### config.mk
export PLATFORM = sky130hd
export DESIGN_NAME = dbp_device_flat
export DESIGN_NICKNAME = d
export VERILOG_FILES = /design/src/rtl/dbp_pkg.sv /design/src/rtl/dbp_link_if.sv /design/src/rtl/dbp_ser_tx.sv /design/src/rtl/dbp_device.sv /design/src/flat_wrapper.sv
export SDC_FILE = /design/constraint.sdc
export NUM_CORES = 1
export LEC_CHECK = 0
export BUFFER_PORTS_ARGS = -buffer_cell sky130_fd_sc_hd__buf_2
export CORE_ASPECT_RATIO = 2
export CORE_UTILIZATION = 40
export DETAILED_ROUTE_END_ITERATION = 12
export PLACE_DENSITY = 0.58
export SYNTH_ARGS = -nofsm -noshare
export SYNTH_HDL_FRONTEND = slang
export SYNTH_SLANG_ARGS = --single-unit
### constraint.sdc
create_clock -name clk -period 2.3 [get_ports clk]
set_clock_uncertainty 0.1 [all_clocks]
set_input_delay 0.345 -clock clk [delete_from_list [all_inputs] [get_ports clk]]
set_output_delay 0.345 -clock clk [all_outputs]
set_load 0.02 [all_outputs]
### src/rtl/dbp_pkg.sv
// Purpose: shared constants and types of both debug link ends
// Assumes: one 50 MHz clock drives both ends
// Notes: link frames are 16 bits, msb first, 4-bit code then 12-bit arg
package dbp_pkg;
  localparam int BIT_DIV = 4;
  localparam logic [1:0] PH_LAST = 2'(BIT_DIV - 1);
  localparam logic [1:0] PH_SAMPLE = 2'h1;
  localparam logic [4:0] N_BITS = 5'h10;

  localparam logic [3:0] OP_SEL = 4'h1;
  localparam logic [3:0] OP_BRK_ADDR = 4'h2;
  localparam logic [3:0] OP_BRK_CFG = 4'h3;
  localparam logic [3:0] OP_TRC_ADDR = 4'h4;
  localparam logic [3:0] OP_TRC_CFG = 4'h5;
  localparam logic [3:0] OP_DELAY = 4'h6;
  localparam logic [3:0] OP_RAM_INIT = 4'h7;

  localparam logic [3:0] MT_PC = 4'h1;
  localparam logic [3:0] MT_RD = 4'h2;
  localparam logic [3:0] MT_WR = 4'h3;
  localparam logic [3:0] MT_LOSS = 4'hf;

  localparam logic [1:0] SEL_JTAG = 2'h3;
  localparam logic [1:0] SEL_LPD = 2'h1;
  localparam logic CORE_MAIN = 1'b0;
  localparam logic CORE_PERI = 1'b1;

  typedef enum logic [2:0] {
    CLS_PLAIN = 3'h0,
    CLS_SYSTEM_CALL_INSTR = 3'h1,
    CLS_BITOP = 3'h2,
    CLS_FRAME = 3'h3,
    CLS_PUSH = 3'h4
  } dbp_cls_t;

  localparam int BC_EN = 11;
  localparam int BC_DQ = 10;
  localparam int BC_RD = 9;
  localparam int BC_WR = 8;
  localparam int TC_RT = 2;
  localparam int TC_FULL = 3;
  localparam int TC_DLY = 4;
  localparam int TC_RD = 5;
  localparam int TC_WR = 6;
  localparam logic [1:0] MODE_SEC = 2'h1;
  localparam logic [1:0] MODE_PT = 2'h2;

  typedef enum logic [3:0] {
    TS_OFF = 4'h1,
    TS_ARM = 4'h2,
    TS_RUN = 4'h4,
    TS_HALT = 4'h8
  } dbp_trc_t;

  typedef enum logic [2:0] {
    PS_IDLE = 3'h1,
    PS_SEL = 3'h2,
    PS_RAM = 3'h4
  } dbp_pseq_t;

  localparam logic [11:0] CFG_RST = 12'h000;
  localparam logic [11:0] TRC_DEPTH = 12'h400;
  localparam logic [11:0] RAM_LAST = 12'h0ff;
  localparam logic [11:0] EI_TABLE_ADDR = 12'h040;

  localparam logic [3:0] REG_STAT = 4'h0;
  localparam logic [3:0] REG_MASK = 4'h4;
  localparam logic [3:0] REG_INFO = 4'h8;
  localparam logic [3:0] PR_CMD = 4'h0;
  localparam logic [3:0] PR_CTRL = 4'h4;
  localparam logic [3:0] PR_STAT = 4'h8;
  localparam logic [3:0] PR_RX = 4'hc;

  localparam int NUM_EV = 4;
  localparam int EV_BRK = 0;
  localparam int EV_LOSS = 1;
  localparam int EV_STOP = 2;
  localparam int EV_RAM = 3;
endpackage

### src/rtl/dbp_link_if.sv
// Purpose: four one-way pins of the low pin count debug link
// Assumes: both ends on the same clock, pins resynchronised at receivers
// Notes: cmd pins go probe to device, trc pins device to probe
`timescale 1ns/1ps
interface dbp_link_if;
  logic cmd_frm;
  logic cmd_dat;
  logic trc_frm;
  logic trc_dat;
  modport dev (
    input cmd_frm,
    input cmd_dat,
    output trc_frm,
    output trc_dat
  );
  modport probe (
    output cmd_frm,
    output cmd_dat,
    input trc_frm,
    input trc_dat
  );
endinterface

### src/rtl/dbp_ser_tx.sv
// Purpose: frame serialiser, one bit per BIT_DIV cycles
// Assumes: load is only honoured while busy is low
// Notes: one gap bit with frame low follows every word
`timescale 1ns/1ps
module dbp_ser_tx import dbp_pkg::*; (
  input logic clk,
  input logic reset,
  input logic load,
  input logic [15:0] word,
  output logic busy,
  output logic frm,
  output logic dat
);
  logic busy_r;
  logic frm_r;
  logic dat_r;
  logic [1:0] ph_r;
  logic [4:0] bit_r;
  logic [15:0] sh_r;
  wire bit_en = busy_r && ph_r == PH_LAST;

  assign busy = busy_r;
  assign frm = frm_r;
  assign dat = dat_r;

  always_ff @(posedge clk) begin
    if (reset) begin
      busy_r <= 1'b0;
      frm_r <= 1'b0;
      dat_r <= 1'b0;
      ph_r <= 2'h0;
      bit_r <= 5'h00;
      sh_r <= 16'h0000;
    end else if (load && !busy_r) begin
      busy_r <= 1'b1;
      frm_r <= 1'b1;
      dat_r <= word[15];
      sh_r <= word;
      ph_r <= 2'h0;
      bit_r <= 5'h00;
    end else if (busy_r) begin
      ph_r <= bit_en ? 2'h0 : ph_r + 2'h1;
      if (bit_en) begin
        bit_r <= bit_r + 5'h01;
        sh_r <= {sh_r[14:0], 1'b0};
        dat_r <= sh_r[14];
        if (bit_r == N_BITS - 5'h01) begin
          frm_r <= 1'b0;
        end
        if (bit_r == N_BITS) begin
          busy_r <= 1'b0;
        end
      end
    end
  end
endmodule

### src/rtl/dbp_device.sv
// Purpose: device end: access break, trace, interface select, ram init
// Assumes: probe keeps its own duties; blank_init pulsed once at first power
// Notes on behaviour
// - peripheral core: no break on system_call_instr reads
// - main core: no break on bit-op writes or frame/table ops
// - main-core bit-op reads break only without data qualifier
// - probe never breaks on interrupt table address
// - probe talks over low pin link only
// - select 11 means jtag, 01 low pin link
// - probe sets select to 01 on connect
// - probe may restore 11 at disconnect
// - power loss keeps select at 01
// - probe may zero all ram at start
// - section trace includes instruction before start
// - dropped trace messages raise a loss flag; one dropped in the cycle the loss marker loads raises none
// - full and delay stop need realtime priority
// - point trace ignores data value conditions
//
// The address-and-strobe port and the register offsets were left to the implementer.
`timescale 1ns/1ps
module dbp_device import dbp_pkg::*; (
  input logic clk,
  input logic reset,
  input logic blank_init,
  input logic acc_valid,
  input logic acc_core,
  input logic acc_write,
  input dbp_cls_t acc_cls,
  input logic [11:0] acc_addr,
  input logic [7:0] acc_data,
  input logic fetch_valid,
  input logic [11:0] fetch_pc,
  input logic [3:0] reg_addr,
  input logic [7:0] reg_wdata,
  input logic reg_wr,
  input logic reg_rd,
  output logic [7:0] reg_rdata,
  output logic irq,
  output logic brk_req,
  output logic [1:0] if_sel,
  output logic ram_we,
  output logic [11:0] ram_addr,
  dbp_link_if.dev link
);
  logic [1:0] pin_a;
  logic [1:0] pin_b;
  logic [1:0] pin_c;
  logic [1:0] pin_s;
  logic [1:0] rx_ph_r;
  logic [4:0] rx_bit_r;
  logic [15:0] rx_sh_r;
  logic rx_done_r;
  logic [1:0] if_sel_r;
  logic [11:0] brk_addr_r;
  logic [11:0] brk_cfg_r;
  logic [11:0] trc_addr_r;
  logic [6:0] trc_cfg_r;
  logic [11:0] delay_r;
  dbp_trc_t trc_r;
  dbp_trc_t trc_nxt;
  logic [11:0] prev_pc_r;
  logic lost_r;
  logic [11:0] sent_r;
  logic dly_on_r;
  logic [11:0] dly_cnt_r;
  logic ram_we_r;
  logic [11:0] ram_addr_r;
  logic ram_done_r;
  logic [NUM_EV-1:0] stat_r;
  logic [NUM_EV-1:0] mask_r;
  logic [7:0] rdata_r;
  logic irq_r;
  logic brk_req_r;
  logic tx_busy;

  // pins: three flops, a level change counts once flops two and three agree
  wire [1:0] pin_in = {link.cmd_frm, link.cmd_dat};
  always_ff @(posedge clk) begin
    if (reset) begin
      pin_a <= 2'h0;
      pin_b <= 2'h0;
      pin_c <= 2'h0;
    end else begin
      pin_a <= pin_in;
      pin_b <= pin_a;
      pin_c <= pin_b;
    end
  end
  genvar gi;
  generate
    for (gi = 0; gi < 2; gi++) begin : g_pin
      always_ff @(posedge clk) begin
        if (reset) begin
          pin_s[gi] <= 1'b0;
        end else if (pin_b[gi] == pin_c[gi]) begin
          pin_s[gi] <= pin_c[gi];
        end
      end
    end
  endgenerate

  wire frm_s = pin_s[1];
  wire dat_s = pin_s[0];
  wire rx_take = frm_s && rx_bit_r != N_BITS && rx_ph_r == PH_SAMPLE;
  always_ff @(posedge clk) begin
    if (reset) begin
      rx_ph_r <= 2'h0;
      rx_bit_r <= 5'h00;
      rx_sh_r <= 16'h0000;
      rx_done_r <= 1'b0;
    end else begin
      rx_done_r <= rx_take && rx_bit_r == N_BITS - 5'h01;
      if (!frm_s) begin
        rx_ph_r <= 2'h0;
        rx_bit_r <= 5'h00;
      end else if (rx_bit_r != N_BITS) begin
        rx_ph_r <= (rx_ph_r == PH_LAST) ? 2'h0 : rx_ph_r + 2'h1;
        if (rx_take) begin
          rx_sh_r <= {rx_sh_r[14:0], dat_s};
          rx_bit_r <= rx_bit_r + 5'h01;
        end
      end
    end
  end

  wire [3:0] cmd_op = rx_sh_r[15:12];
  wire [11:0] cmd_arg = rx_sh_r[11:0];
  wire lpd_on = if_sel_r == SEL_LPD;
  // with jtag selected only the select write is heard on this link
  wire cmd_ok = rx_done_r && (lpd_on || cmd_op == OP_SEL);
  wire cmd_sel = cmd_ok && cmd_op == OP_SEL;
  wire cmd_tcfg = cmd_ok && cmd_op == OP_TRC_CFG;
  wire cmd_ram = cmd_ok && cmd_op == OP_RAM_INIT;

  // option field is nonvolatile: reset and power loss leave it alone
  always_ff @(posedge clk) begin
    if (blank_init) begin
      if_sel_r <= SEL_JTAG;
    end else if (cmd_sel) begin
      if_sel_r <= cmd_arg[1:0];
    end
  end

  always_ff @(posedge clk) begin
    if (reset) begin
      brk_addr_r <= CFG_RST;
      brk_cfg_r <= CFG_RST;
      trc_addr_r <= CFG_RST;
      trc_cfg_r <= CFG_RST[6:0];
      delay_r <= CFG_RST;
    end else if (cmd_ok) begin
      if (cmd_op == OP_BRK_ADDR) begin
        brk_addr_r <= cmd_arg;
      end
      if (cmd_op == OP_BRK_CFG) begin
        brk_cfg_r <= cmd_arg;
      end
      if (cmd_op == OP_TRC_ADDR) begin
        trc_addr_r <= cmd_arg;
      end
      if (cmd_op == OP_TRC_CFG) begin
        trc_cfg_r <= cmd_arg[6:0];
      end
      if (cmd_op == OP_DELAY) begin
        delay_r <= cmd_arg;
      end
    end
  end

  // access break
  wire bc_dq = brk_cfg_r[BC_DQ];
  wire dir_brk = acc_write ? brk_cfg_r[BC_WR] : brk_cfg_r[BC_RD];
  wire addr_hit = acc_valid && brk_cfg_r[BC_EN] && dir_brk &&
                  acc_addr == brk_addr_r;
  wire data_ok = !bc_dq || acc_data == brk_cfg_r[7:0];
  wire peri_blk = acc_core == CORE_PERI && acc_cls == CLS_SYSTEM_CALL_INSTR &&
                  !acc_write;
  wire main_frm = acc_cls == CLS_FRAME || acc_cls == CLS_PUSH ||
                  acc_cls == CLS_SYSTEM_CALL_INSTR;
  wire main_bit = acc_cls == CLS_BITOP && (acc_write || bc_dq);
  wire main_blk = acc_core == CORE_MAIN && (main_frm || main_bit);
  wire brk_hit = lpd_on && addr_hit && data_ok && !peri_blk && !main_blk;

  // trace
  wire [1:0] t_mode = trc_cfg_r[1:0];
  wire rt_prio = trc_cfg_r[TC_RT];
  wire dir_trc = acc_write ? trc_cfg_r[TC_WR] : trc_cfg_r[TC_RD];
  wire push_wr = acc_write && acc_cls == CLS_PUSH;
  // point mode matches address and direction only, never the value
  wire pt_ok = t_mode != MODE_PT || acc_addr == trc_addr_r;
  wire sec_start = trc_r == TS_ARM && fetch_valid &&
                   fetch_pc == trc_addr_r;
  wire acc_msg = trc_r == TS_RUN && acc_valid && dir_trc && !push_wr &&
                 pt_ok;
  wire msg_v = sec_start || acc_msg;
  // start message carries the fetch before the triggering one
  wire [15:0] msg_w = sec_start ? {MT_PC, prev_pc_r} :
                      {acc_write ? MT_WR : MT_RD, acc_addr};
  // no buffer: a message that meets a busy link is dropped
  wire send_loss = !tx_busy && lost_r;
  wire send_msg = !tx_busy && !lost_r && msg_v;
  wire lost_nxt = tx_busy && (msg_v || lost_r);
  wire ev_loss = tx_busy && msg_v;
  wire tx_load = send_loss || send_msg;
  wire [15:0] tx_word = send_loss ? {MT_LOSS, CFG_RST} : msg_w;
  wire full_hit = rt_prio && trc_cfg_r[TC_FULL] && send_msg &&
                  sent_r == TRC_DEPTH - 12'h001;
  wire dly_hit = rt_prio && dly_on_r && dly_cnt_r == delay_r;
  wire stop_ev = trc_r == TS_RUN && trc_nxt == TS_HALT;

  always_comb begin
    trc_nxt = trc_r;
    unique case (trc_r)
      TS_OFF, TS_HALT: trc_nxt = trc_r;
      TS_ARM: if (sec_start) trc_nxt = TS_RUN;
      TS_RUN: if (full_hit || dly_hit) trc_nxt = TS_HALT;
    endcase
    if (cmd_tcfg) begin
      if (cmd_arg[1:0] == MODE_SEC) begin
        trc_nxt = TS_ARM;
      end else if (cmd_arg[1:0] == MODE_PT) begin
        trc_nxt = TS_RUN;
      end else begin
        trc_nxt = TS_OFF;
      end
    end
  end

  always_ff @(posedge clk) begin
    if (reset) begin
      trc_r <= TS_OFF;
      prev_pc_r <= CFG_RST;
      lost_r <= 1'b0;
      sent_r <= CFG_RST;
      dly_on_r <= 1'b0;
      dly_cnt_r <= CFG_RST;
    end else begin
      trc_r <= trc_nxt;
      lost_r <= lost_nxt;
      if (fetch_valid) begin
        prev_pc_r <= fetch_pc;
      end
      if (cmd_tcfg) begin
        sent_r <= CFG_RST;
        dly_on_r <= 1'b0;
        dly_cnt_r <= CFG_RST;
      end else begin
        if (send_msg) begin
          sent_r <= sent_r + 12'h001;
        end
        if (brk_hit && trc_cfg_r[TC_DLY] && trc_r == TS_RUN && !dly_on_r) begin
          dly_on_r <= 1'b1;
        end else if (dly_on_r && send_msg) begin
          dly_cnt_r <= dly_cnt_r + 12'h001;
        end
      end
    end
  end

  dbp_ser_tx u_tx (
    .clk(clk),
    .reset(reset),
    .load(tx_load),
    .word(tx_word),
    .busy(tx_busy),
    .frm(link.trc_frm),
    .dat(link.trc_dat)
  );

  // ram clear sweep, writes zero to every word
  always_ff @(posedge clk) begin
    if (reset) begin
      ram_we_r <= 1'b0;
      ram_addr_r <= CFG_RST;
      ram_done_r <= 1'b0;
    end else begin
      ram_done_r <= ram_we_r && ram_addr_r == RAM_LAST;
      if (cmd_ram && !ram_we_r) begin
        ram_we_r <= 1'b1;
        ram_addr_r <= CFG_RST;
      end else if (ram_we_r) begin
        ram_we_r <= ram_addr_r != RAM_LAST;
        ram_addr_r <= ram_addr_r + 12'h001;
      end
    end
  end

  // registers
  wire sel_stat = reg_addr == REG_STAT;
  wire sel_mask = reg_addr == REG_MASK;
  wire sel_info = reg_addr == REG_INFO;
  wire [NUM_EV-1:0] ev = {ram_done_r, stop_ev, ev_loss, brk_hit};
  wire [NUM_EV-1:0] w1c = (reg_wr && sel_stat) ? reg_wdata[3:0] : 4'h0;
  // a new event in the clearing cycle stays set
  wire [NUM_EV-1:0] stat_nxt = (stat_r & ~w1c) | ev;
  wire [NUM_EV-1:0] mask_nxt = (reg_wr && sel_mask) ? reg_wdata[3:0] : mask_r;
  wire [7:0] info = {trc_r, ram_we_r, lost_r, if_sel_r};
  wire [7:0] rd_mux = sel_stat ? {4'h0, stat_r} :
                      sel_mask ? {4'h0, mask_r} :
                      sel_info ? info : 8'h00;

  always_ff @(posedge clk) begin
    if (reset) begin
      stat_r <= 4'h0;
      mask_r <= 4'h0;
      rdata_r <= 8'h00;
      irq_r <= 1'b0;
      brk_req_r <= 1'b0;
    end else begin
      stat_r <= stat_nxt;
      mask_r <= mask_nxt;
      rdata_r <= reg_rd ? rd_mux : 8'h00;
      irq_r <= |(stat_nxt & mask_nxt);
      brk_req_r <= brk_hit;
    end
  end

  assign reg_rdata = rdata_r;
  assign irq = irq_r;
  assign brk_req = brk_req_r;
  assign if_sel = if_sel_r;
  assign ram_we = ram_we_r;
  assign ram_addr = ram_addr_r;
endmodule

### src/flat_wrapper.sv
// flat-port wrapper written by rule: the top's interface ports become plain ports
module dbp_device_flat import dbp_pkg::*;
  (clk, reset, blank_init, acc_valid, acc_core, acc_write, acc_cls, acc_addr, acc_data, fetch_valid, fetch_pc, reg_addr, reg_wdata, reg_wr, reg_rd, reg_rdata, irq, brk_req, if_sel, ram_we, ram_addr, link_cmd_frm, link_cmd_dat, link_trc_frm, link_trc_dat);
  dbp_link_if link_i ();
  input logic clk;
  input logic reset;
  input logic blank_init;
  input logic acc_valid;
  input logic acc_core;
  input logic acc_write;
  input dbp_cls_t acc_cls;
  input logic [11:0] acc_addr;
  input logic [7:0] acc_data;
  input logic fetch_valid;
  input logic [11:0] fetch_pc;
  input logic [3:0] reg_addr;
  input logic [7:0] reg_wdata;
  input logic reg_wr;
  input logic reg_rd;
  output logic [7:0] reg_rdata;
  output logic irq;
  output logic brk_req;
  output logic [1:0] if_sel;
  output logic ram_we;
  output logic [11:0] ram_addr;
  input wire logic [$bits(link_i.cmd_frm)-1:0] link_cmd_frm;
  input wire logic [$bits(link_i.cmd_dat)-1:0] link_cmd_dat;
  output wire logic [$bits(link_i.trc_frm)-1:0] link_trc_frm;
  output wire logic [$bits(link_i.trc_dat)-1:0] link_trc_dat;
  assign link_i.cmd_frm = link_cmd_frm;
  assign link_i.cmd_dat = link_cmd_dat;
  assign link_trc_frm = link_i.trc_frm;
  assign link_trc_dat = link_i.trc_dat;
  dbp_device u_core (.clk(clk), .reset(reset), .blank_init(blank_init), .acc_valid(acc_valid), .acc_core(acc_core), .acc_write(acc_write), .acc_cls(acc_cls), .acc_addr(acc_addr), .acc_data(acc_data), .fetch_valid(fetch_valid), .fetch_pc(fetch_pc), .reg_addr(reg_addr), .reg_wdata(reg_wdata), .reg_wr(reg_wr), .reg_rd(reg_rd), .reg_rdata(reg_rdata), .irq(irq), .brk_req(brk_req), .if_sel(if_sel), .ram_we(ram_we), .ram_addr(ram_addr), .link(link_i));
endmodule
; Word level (Yosys, flattened, before mapping)
; Index checks and enable logic that the tools add are counted.
[op_classes]
add_sub_neg = 7
n_mul = 0
n_div = 0
magnitude_cmp = 0
n_eq_ne = 39
shifts = 0
n_mux = 34
n_bitwise = 9
reduce_logical = 89
[op_table]
columns = cell, count
row1 = $eq A12 B12 Y1, 4
row2 = $logic_and A1 B1 Y1, 46
row3 = $mux W15, 3
row4 = $add A12 B1 Y12 const B, 3
row5 = $mux W4, 9
row6 = $mux W16, 2
row7 = $eq A4 B3 Y1 const B, 6
row8 = $reduce_and A2 Y1, 9
row9 = $mux W1, 16
row10 = $eq A12 B10 Y1 const B, 1
row11 = $eq A12 B8 Y1 const B, 1
row12 = $eq A4 B2 Y1 const B, 3
row13 = $eq A4 B4 Y1 const B, 3
row14 = $ne A12 B8 Y1 const B, 1
row15 = $pmux W4 S3, 1
row16 = $reduce_or A2 Y1, 6
row17 = $logic_or A1 B1 Y1, 11
row18 = $add A5 B1 Y5 const B, 2
row19 = $eq A5 B4 Y1 const B, 2
row20 = $logic_not A1 Y1, 9
row21 = $and A4 B4 Y4, 2
row22 = $eq A4 B1 Y1 const B, 2
row23 = $eq A8 B8 Y1, 1
row24 = $eq A2 B1 Y1 const B, 3
row25 = 19 further kinds, 32
[word_totals]
regBits = 188
latch_bits = 0
ramBits = 0
romBits = 0
inputBits = 58
output_inout_bits = 27
elab_cells = 214
mem_count = 0

; Depth between registers and ports, before layout
[logic_depth]
word_depth = 18
depth_mapped = 8
depth_no_buf = 7

; Modules after synthesis
; A second synthesis with hierarchy kept.
[unflattened]
hier_cells = 970
area_unflattened_um2 = 8418.1
[modules_own_cells]
columns = mod, n_inst, cells_each, area_per_inst_um2, seq_area_each_um2
row1 = dbp_device, 1, 848, 7344.5, 3263.1
row2 = dbp_ser_tx, 1, 122, 1073.5, 500.5

; Worst setup path before layout
; Ideal clock, no wire load.
[synth_path]
kind = register -> register
startpoint = register u_core.trc_r[0]
endpoint = register u_core.u_tx.sh_r[11]
setup_time_ns = 0.144
arrival_ns = 1.970
t_required_ns = 2.056
setup_slack_ns = 0.087
path_stages_with_launch = 8
n_path_buf = 1
synth_period_minus_slack_ns = 2.213
cell_sequence = dfxtp_1 -> nor4b_4 -> o2111a_2 -> nand4_2 -> a41o_1 -> buf_6 -> a222oi_1 -> a211oi_1
[synth_via]
elab_chain_len = 11
elab_cells_between_ends = 18
cone_classes = eq/ne: 2 / mux: 3 / reduce/logical: 13
[synth_lines]
columns = item, line
row1 = "start, declared", dbp_device.sv:59  ; dbp_trc_t trc_r;
row2 = "start signal, assigned", dbp_device.sv:238  ; trc_r <= trc_nxt;
row3 = $eq A4 B3 Y1, dbp_device.sv:193  ; wire acc_msg = trc_r == TS_RUN && acc_valid && dir_trc && !push_wr &&
row4 = $logic_and A1 B1 Y1 (4 in a row), dbp_device.sv:193
row5 = $logic_or A1 B1 Y1, dbp_device.sv:195  ; wire msg_v = sec_start || acc_msg;
row6 = $logic_and A1 B1 Y1, dbp_device.sv:201  ; wire send_msg = !tx_busy && !lost_r && msg_v;
row7 = $logic_or A1 B1 Y1, dbp_device.sv:204  ; wire tx_load = send_loss || send_msg;
row8 = $logic_and A1 B1 Y1, dbp_ser_tx.sv:34  ; end else if (load && !busy_r) begin
row9 = $reduce_bool A2 Y1 (no line), n/a
row10 = $reduce_and A2 Y1 (no line), n/a
row11 = "end signal, assigned", dbp_ser_tx.sv:38  ; sh_r <= word;
row12 = "end signal, assigned", dbp_ser_tx.sv:45  ; sh_r <= {sh_r[14:0], 1'b0};
row13 = "end, declared", dbp_ser_tx.sv:19  ; logic [15:0] sh_r;
; Parallel ways exist; a longest one is shown, timed or not.
; A chain may end at the register's enable or synchronous reset.

; Worst setup path in the final report
[layout_path]
startpoint = register u_core.trc_addr_r[3]
endpoint = register u_core.u_tx.sh_r[3]
[layout_via]
elab_chain_len = 9
elab_cells_between_ends = 15
cone_classes = eq/ne: 2 / mux: 3 / reduce/logical: 10
[layout_lines]
columns = item, line
row1 = "start, declared", dbp_device.sv:56  ; logic [11:0] trc_addr_r;
row2 = "start signal, assigned", dbp_device.sv:159  ; trc_addr_r <= cmd_arg;
row3 = $eq A12 B12 Y1, dbp_device.sv:190  ; wire pt_ok = t_mode != MODE_PT || acc_addr == trc_addr_r;
row4 = $logic_or A1 B1 Y1, dbp_device.sv:190
row5 = $logic_and A1 B1 Y1, dbp_device.sv:193
row6 = $logic_or A1 B1 Y1, dbp_device.sv:195
row7 = $logic_and A1 B1 Y1, dbp_device.sv:201
row8 = $logic_or A1 B1 Y1, dbp_device.sv:204
row9 = $logic_and A1 B1 Y1, dbp_ser_tx.sv:34
row10 = $reduce_bool A2 Y1 (no line), n/a
row11 = $reduce_and A2 Y1 (no line), n/a
; Parallel ways exist; a longest one is shown, timed or not.

==> results.md <==
| Result | Reported | Unit |
|---|---|---|
| Result of the run | completed | - |
| Number of global-route vias before repair | 7,358 | - |
| Max Freq | 448 | MHz |
| Worst reg-to-reg path cell count | 8 | - |
| Count of inserted antenna diode cells | 0 | - |
| Number of max-capacitance violations reported | 0 | - |
| Largest family of logic cells by synthesized area | simple AND/OR/NAND/NOR gates | - |
| Fraction of the mapped netlist area in compound gates | 0.127 | - |
| Number of instances on the worst hold path | 3 | - |
| Setup crit start kind | flip-flop | - |
| Number of H-tree branching levels | 4 | - |
| Start point of the worst hold path | fetch_pc[7] | - |
| Total power divided by cell area | 604 | nW/um^2 |
| DIE WIDTH | 106 | um |
| Final weighted congestion in routability-driven placement | 0.956 | - |
| Core occupancy in the finished layout | 0.516 | - |
| Initial antenna violation count | 0 | - |
| FF+latch area | 3790 | um^2 |
| # setup viols final | 0 | - |
| Fraction of synthesized cell area taken by the top area cell type | 0.437 | - |
| Cell with the most instances after synthesis | sky130_fd_sc_hd__dfxtp_1 | - |
| Post-detailed-routing wire length | 24,500 | um |
| Antenna violation net count after detailed routing | 0 | - |
| Sequential element share of the synthesized area | 0.437 | - |
| Top cells by count, synth | 188 x sky130_fd_sc_hd__dfxtp_1, 129 x sky130_fd_sc_hd__nor2_1, 100 x sky130_fd_sc_hd__nand2_1 | - |
| Clock tree from TritonCTS | built | - |
| Post-place instance area | 9800 | um^2 |
| Leakage | 4.30 | nW |
| Number of synthesized register bits | 188 | - |
| Crit. End Element | flip-flop | - |
| Vias per std cell | 5.40 | - |
| Post-Synthesis Cells | 974 | - |
| Detailed-route wire length per cell | 17.5 | um |
| Data arrival, critical path | 2490 | ps |
| Terminating pin of the worst hold path | u_core.prev_pc_r[7] | - |
| Final hold violations | 0 | - |
| Arithmetic-cell share of the synthesized area counting full adders, half adders and majority gates | 0.0203 | - |
| Post-synthesis mux area share | 0.0804 | - |
| Per-instance average area after synthesis | 8.85 | um^2 |
| Core Box Area | 21,000 | um^2 |
| Share of layout cells above drive strength 1 | 0.238 | - |
| Clk buf depth | 2 | - |
| Largest net degree at the start of global routing | 51 | - |
| Number of warnings reported in the yosys synthesis log | 0 | - |
| Reg-to-reg slack, setup | 70 | ps |
| Area of all placed cells without fillers | 10,900 | um^2 |
| Post-Synth Simple-Gate Area | 0.229 | - |
| Setup repair after global routing missed its margin | true | - |
| Final max-slew violation count | 0 | - |
| Count of buffers inserted at the top-level ports | 80 | - |
| RR Endpoint | u_core.u_tx.sh_r[3] | - |
| Min Clock Period, post-route | 2230 | ps |
| Type of the tightest min-delay check | in -> reg | - |
| Remaining routing DRC violations | 0 | - |
| Initial drt markers | 338 | - |
| Xor/xnor share of the synthesized area | 0.0742 | - |
| Number of core rows | 75 | - |
| Vertical extent of the die | 210 | um |
| Overall Power | 6.56 | mW |
| Number of iterations in the first detailed-routing pass | 5 | - |
| Final worst hold slack | 93.5 | ps |
| Count of clock tree sinks | 188 | - |
| Library cell used as clock root buffer | sky130_fd_sc_hd__clkbuf_16 | - |
| TritonCTS Buffers | 17 | - |
| Distinct cells, synth | 67 | - |
| Area of the mapped netlist | 8620 | um^2 |
| Via count | 7,544 | - |
| Wire length of the first global-routing pass | 38,700 | um |
| Highest net fanout along the worst path | 8 | - |
| Startpoint of the worst-slack reg-to-reg timing path | u_core.trc_addr_r[3] | - |
| HPWL after detailed placement | 18,300 | um |
| Area growth from synthesis to final layout | 26.0 | % |
| Final clock period utilization by the worst path | 0.971 | - |
| Clock edge transition at the registers on the reported setup and hold paths | 70 | ps |
| Syn_nets | 1,046 | - |
| Total of fill cells in the finished design | 2,074 | - |
| Top-Level Pins | 85 | - |
| Crit path required time | 2550 | ps |
| Number of nets in the finished design | 1,188 | - |
| Top post-synthesis cells by area | sky130_fd_sc_hd__dfxtp_1 44%, sky130_fd_sc_hd__mux2i_1 7.8%, sky130_fd_sc_hd__nor2_1 5.6% | - |
| Classification of the worst setup path | reg -> reg | - |
| Area of the multi-input gates | 4940 | um^2 |
| Final global-route overflow total | 0 | - |
| Die area | 22,200 | um^2 |
| Async set-reset flop share out of synthesis | 0 | - |
| Overall fraction of global-route tracks in use | 0.226 | - |
| Transition at the pin with the smallest max-transition slack | 709 | ps |
| Count of flip-flops with a built-in enable after synthesis | 0 | - |
| Initial core utilization | 0.410 | - |
| Headroom to the max-slew limit | 0.523 | - |
| VDD IR-drop max | 0.000396 | V |
| Worst-Skew Late Latency | 450 | ps |
| Most used DFF post-synth | sky130_fd_sc_hd__dfxtp_1 | - |
| Dominant cell type by area after synthesis | sky130_fd_sc_hd__dfxtp_1 | - |
## registers in the layout (all words and copies together) (netlist names), 4 cells and up
name,count
u_core.brk_addr_r,12
u_core.brk_cfg_r,12
u_core.delay_r,12
u_core.dly_cnt_r,12
u_core.mask_r,4
u_core.prev_pc_r,12
u_core.ram_addr,12
u_core.reg_rdata,8
u_core.rx_bit_r,5
u_core.rx_sh_r,16
u_core.sent_r,12
u_core.stat_r,4
u_core.trc_addr_r,12
u_core.trc_cfg_r,7
u_core.trc_r,4
u_core.u_tx.bit_r,5
u_core.u_tx.sh_r,15
## worst max-delay path by stage
stage                    startpoint                    to  slack [ps]  depth (start not counted)
6_report       u_core.trc_addr_r[3]   u_core.u_tx.sh_r[3]          70                          8
5_1_grt             u_core.trc_r[0]      u_core.stat_r[2]         -60                          8
4_1_cts        u_core.trc_addr_r[5]     u_core.sent_r[10]           6                          8
3_5_place_dp            fetch_pc[6]   u_core.u_tx.sh_r[7]        -140                          8
3_3_place_gp            fetch_pc[6]   u_core.u_tx.ph_r[0]        -110                          9
2_1_floorplan       u_core.trc_r[0]  u_core.u_tx.sh_r[11]          90                          7
## worst max-delay path: stages, from the launching register on
cell                       delay (ps)
sky130_fd_sc_hd__dfxtp_2          380
sky130_fd_sc_hd__xor2_1           420
sky130_fd_sc_hd__nor4_4            70
sky130_fd_sc_hd__a31o_2           270
sky130_fd_sc_hd__buf_4            140
sky130_fd_sc_hd__a211oi_2         250
sky130_fd_sc_hd__nor2_1           100
sky130_fd_sc_hd__buf_4            180
sky130_fd_sc_hd__a211oi_1         240
## area by class of cell
| class | instances | area share |
|---|---|---|
| Timing Repair Buffer | 174 | 0.104 |
| Clock buffer | 20 | 0.0411 |
| Clock inverter | 12 | 0.0128 |
| Inverter | 20 | 0.00691 |
| Tap cell | 269 | 0.0310 |
| Multi-Input combinational cell | 715 | 0.455 |
| Sequential cell | 188 | 0.349 |
## what timing repair did
item,CTS,global route
cloned,0,1
pin swaps,0,16
buffers inserted,0,6
setup endpoints to repair,17,28
hold endpoints to repair,4,0
gates resized for setup,4,63
hold buffers,3,0
## cells in the final DEF (no fill, tap or decap), types with 4 or more instances in the layout
cell                          n
sky130_fd_sc_hd__a311oi_1     4
sky130_fd_sc_hd__buf_4       90
sky130_fd_sc_hd__dfxtp_1    174
sky130_fd_sc_hd__nand2b_1    10
sky130_fd_sc_hd__nand2_1    100
sky130_fd_sc_hd__xor2_2      15
sky130_fd_sc_hd__and3_1       7
sky130_fd_sc_hd__nor4_4       6
sky130_fd_sc_hd__o311ai_0    11
sky130_fd_sc_hd__nor4_1      13
sky130_fd_sc_hd__ha_1        14
sky130_fd_sc_hd__nor4b_1      5
sky130_fd_sc_hd__o41ai_1      8
sky130_fd_sc_hd__or4_1        4
sky130_fd_sc_hd__o21ai_0     18
sky130_fd_sc_hd__clkbuf_16   17
sky130_fd_sc_hd__nand3_1     23
sky130_fd_sc_hd__buf_2       79
sky130_fd_sc_hd__nor3_1      14
sky130_fd_sc_hd__dfxtp_2     11
sky130_fd_sc_hd__a31oi_1      9
sky130_fd_sc_hd__xnor2_1     16
sky130_fd_sc_hd__a22oi_1      4
sky130_fd_sc_hd__nor2b_1      9
sky130_fd_sc_hd__nor2_1     128
sky130_fd_sc_hd__o211ai_1     4
sky130_fd_sc_hd__a222oi_1     8
sky130_fd_sc_hd__a21oi_1     60
sky130_fd_sc_hd__a211oi_1    13
sky130_fd_sc_hd__inv_1       20
sky130_fd_sc_hd__nand4_1     23
sky130_fd_sc_hd__nor4_2       7
sky130_fd_sc_hd__or3_1       16
sky130_fd_sc_hd__mux2i_1     67
sky130_fd_sc_hd__and2_1       5
sky130_fd_sc_hd__xor2_1      37
## metal layers
layer	track usage	routed length, um	share of wire	up-vias
met5	0	0	0	-
met4	0.105	815	0.033	0
met3	0.0385	676	0.028	49
met2	0.426	13400	0.55	162
met1	0.238	9650	0.39	3583
li1	-	-	-	3750
## through the flow
stage / setup slack [ps] / std cells / setup TNS, ps
floorplan: 86.7 / 974 / 0
global placement: -106 / 1356 / -1800
detailed placement: -144 / 1356 / -2650
CTS: 6.11 / 1391 / 0
global route: -56.0 / 1398 / -161
finish: 66.4 / 1398 / 0
## where the power goes
group,leakage [nW],internal [mW],switching (mW)
Combinational,2.50,0.130,0.198
Clock,0.279,1.64,1.31
Sequential,1.53,3.27,0.0103
Total,4.30,5.04,1.52
## cells by family after synthesis
group | count (synthesis)
buffers and inverters | 71
flip-flops | 188
adder cells (fa/ha/maj) | 14
XOR/XNOR | 73
multiplexers | 69
AND/OR/NAND/NOR | 396
AO/OA/AOI/OAI | 163
(Power assumes the default switching activity.)
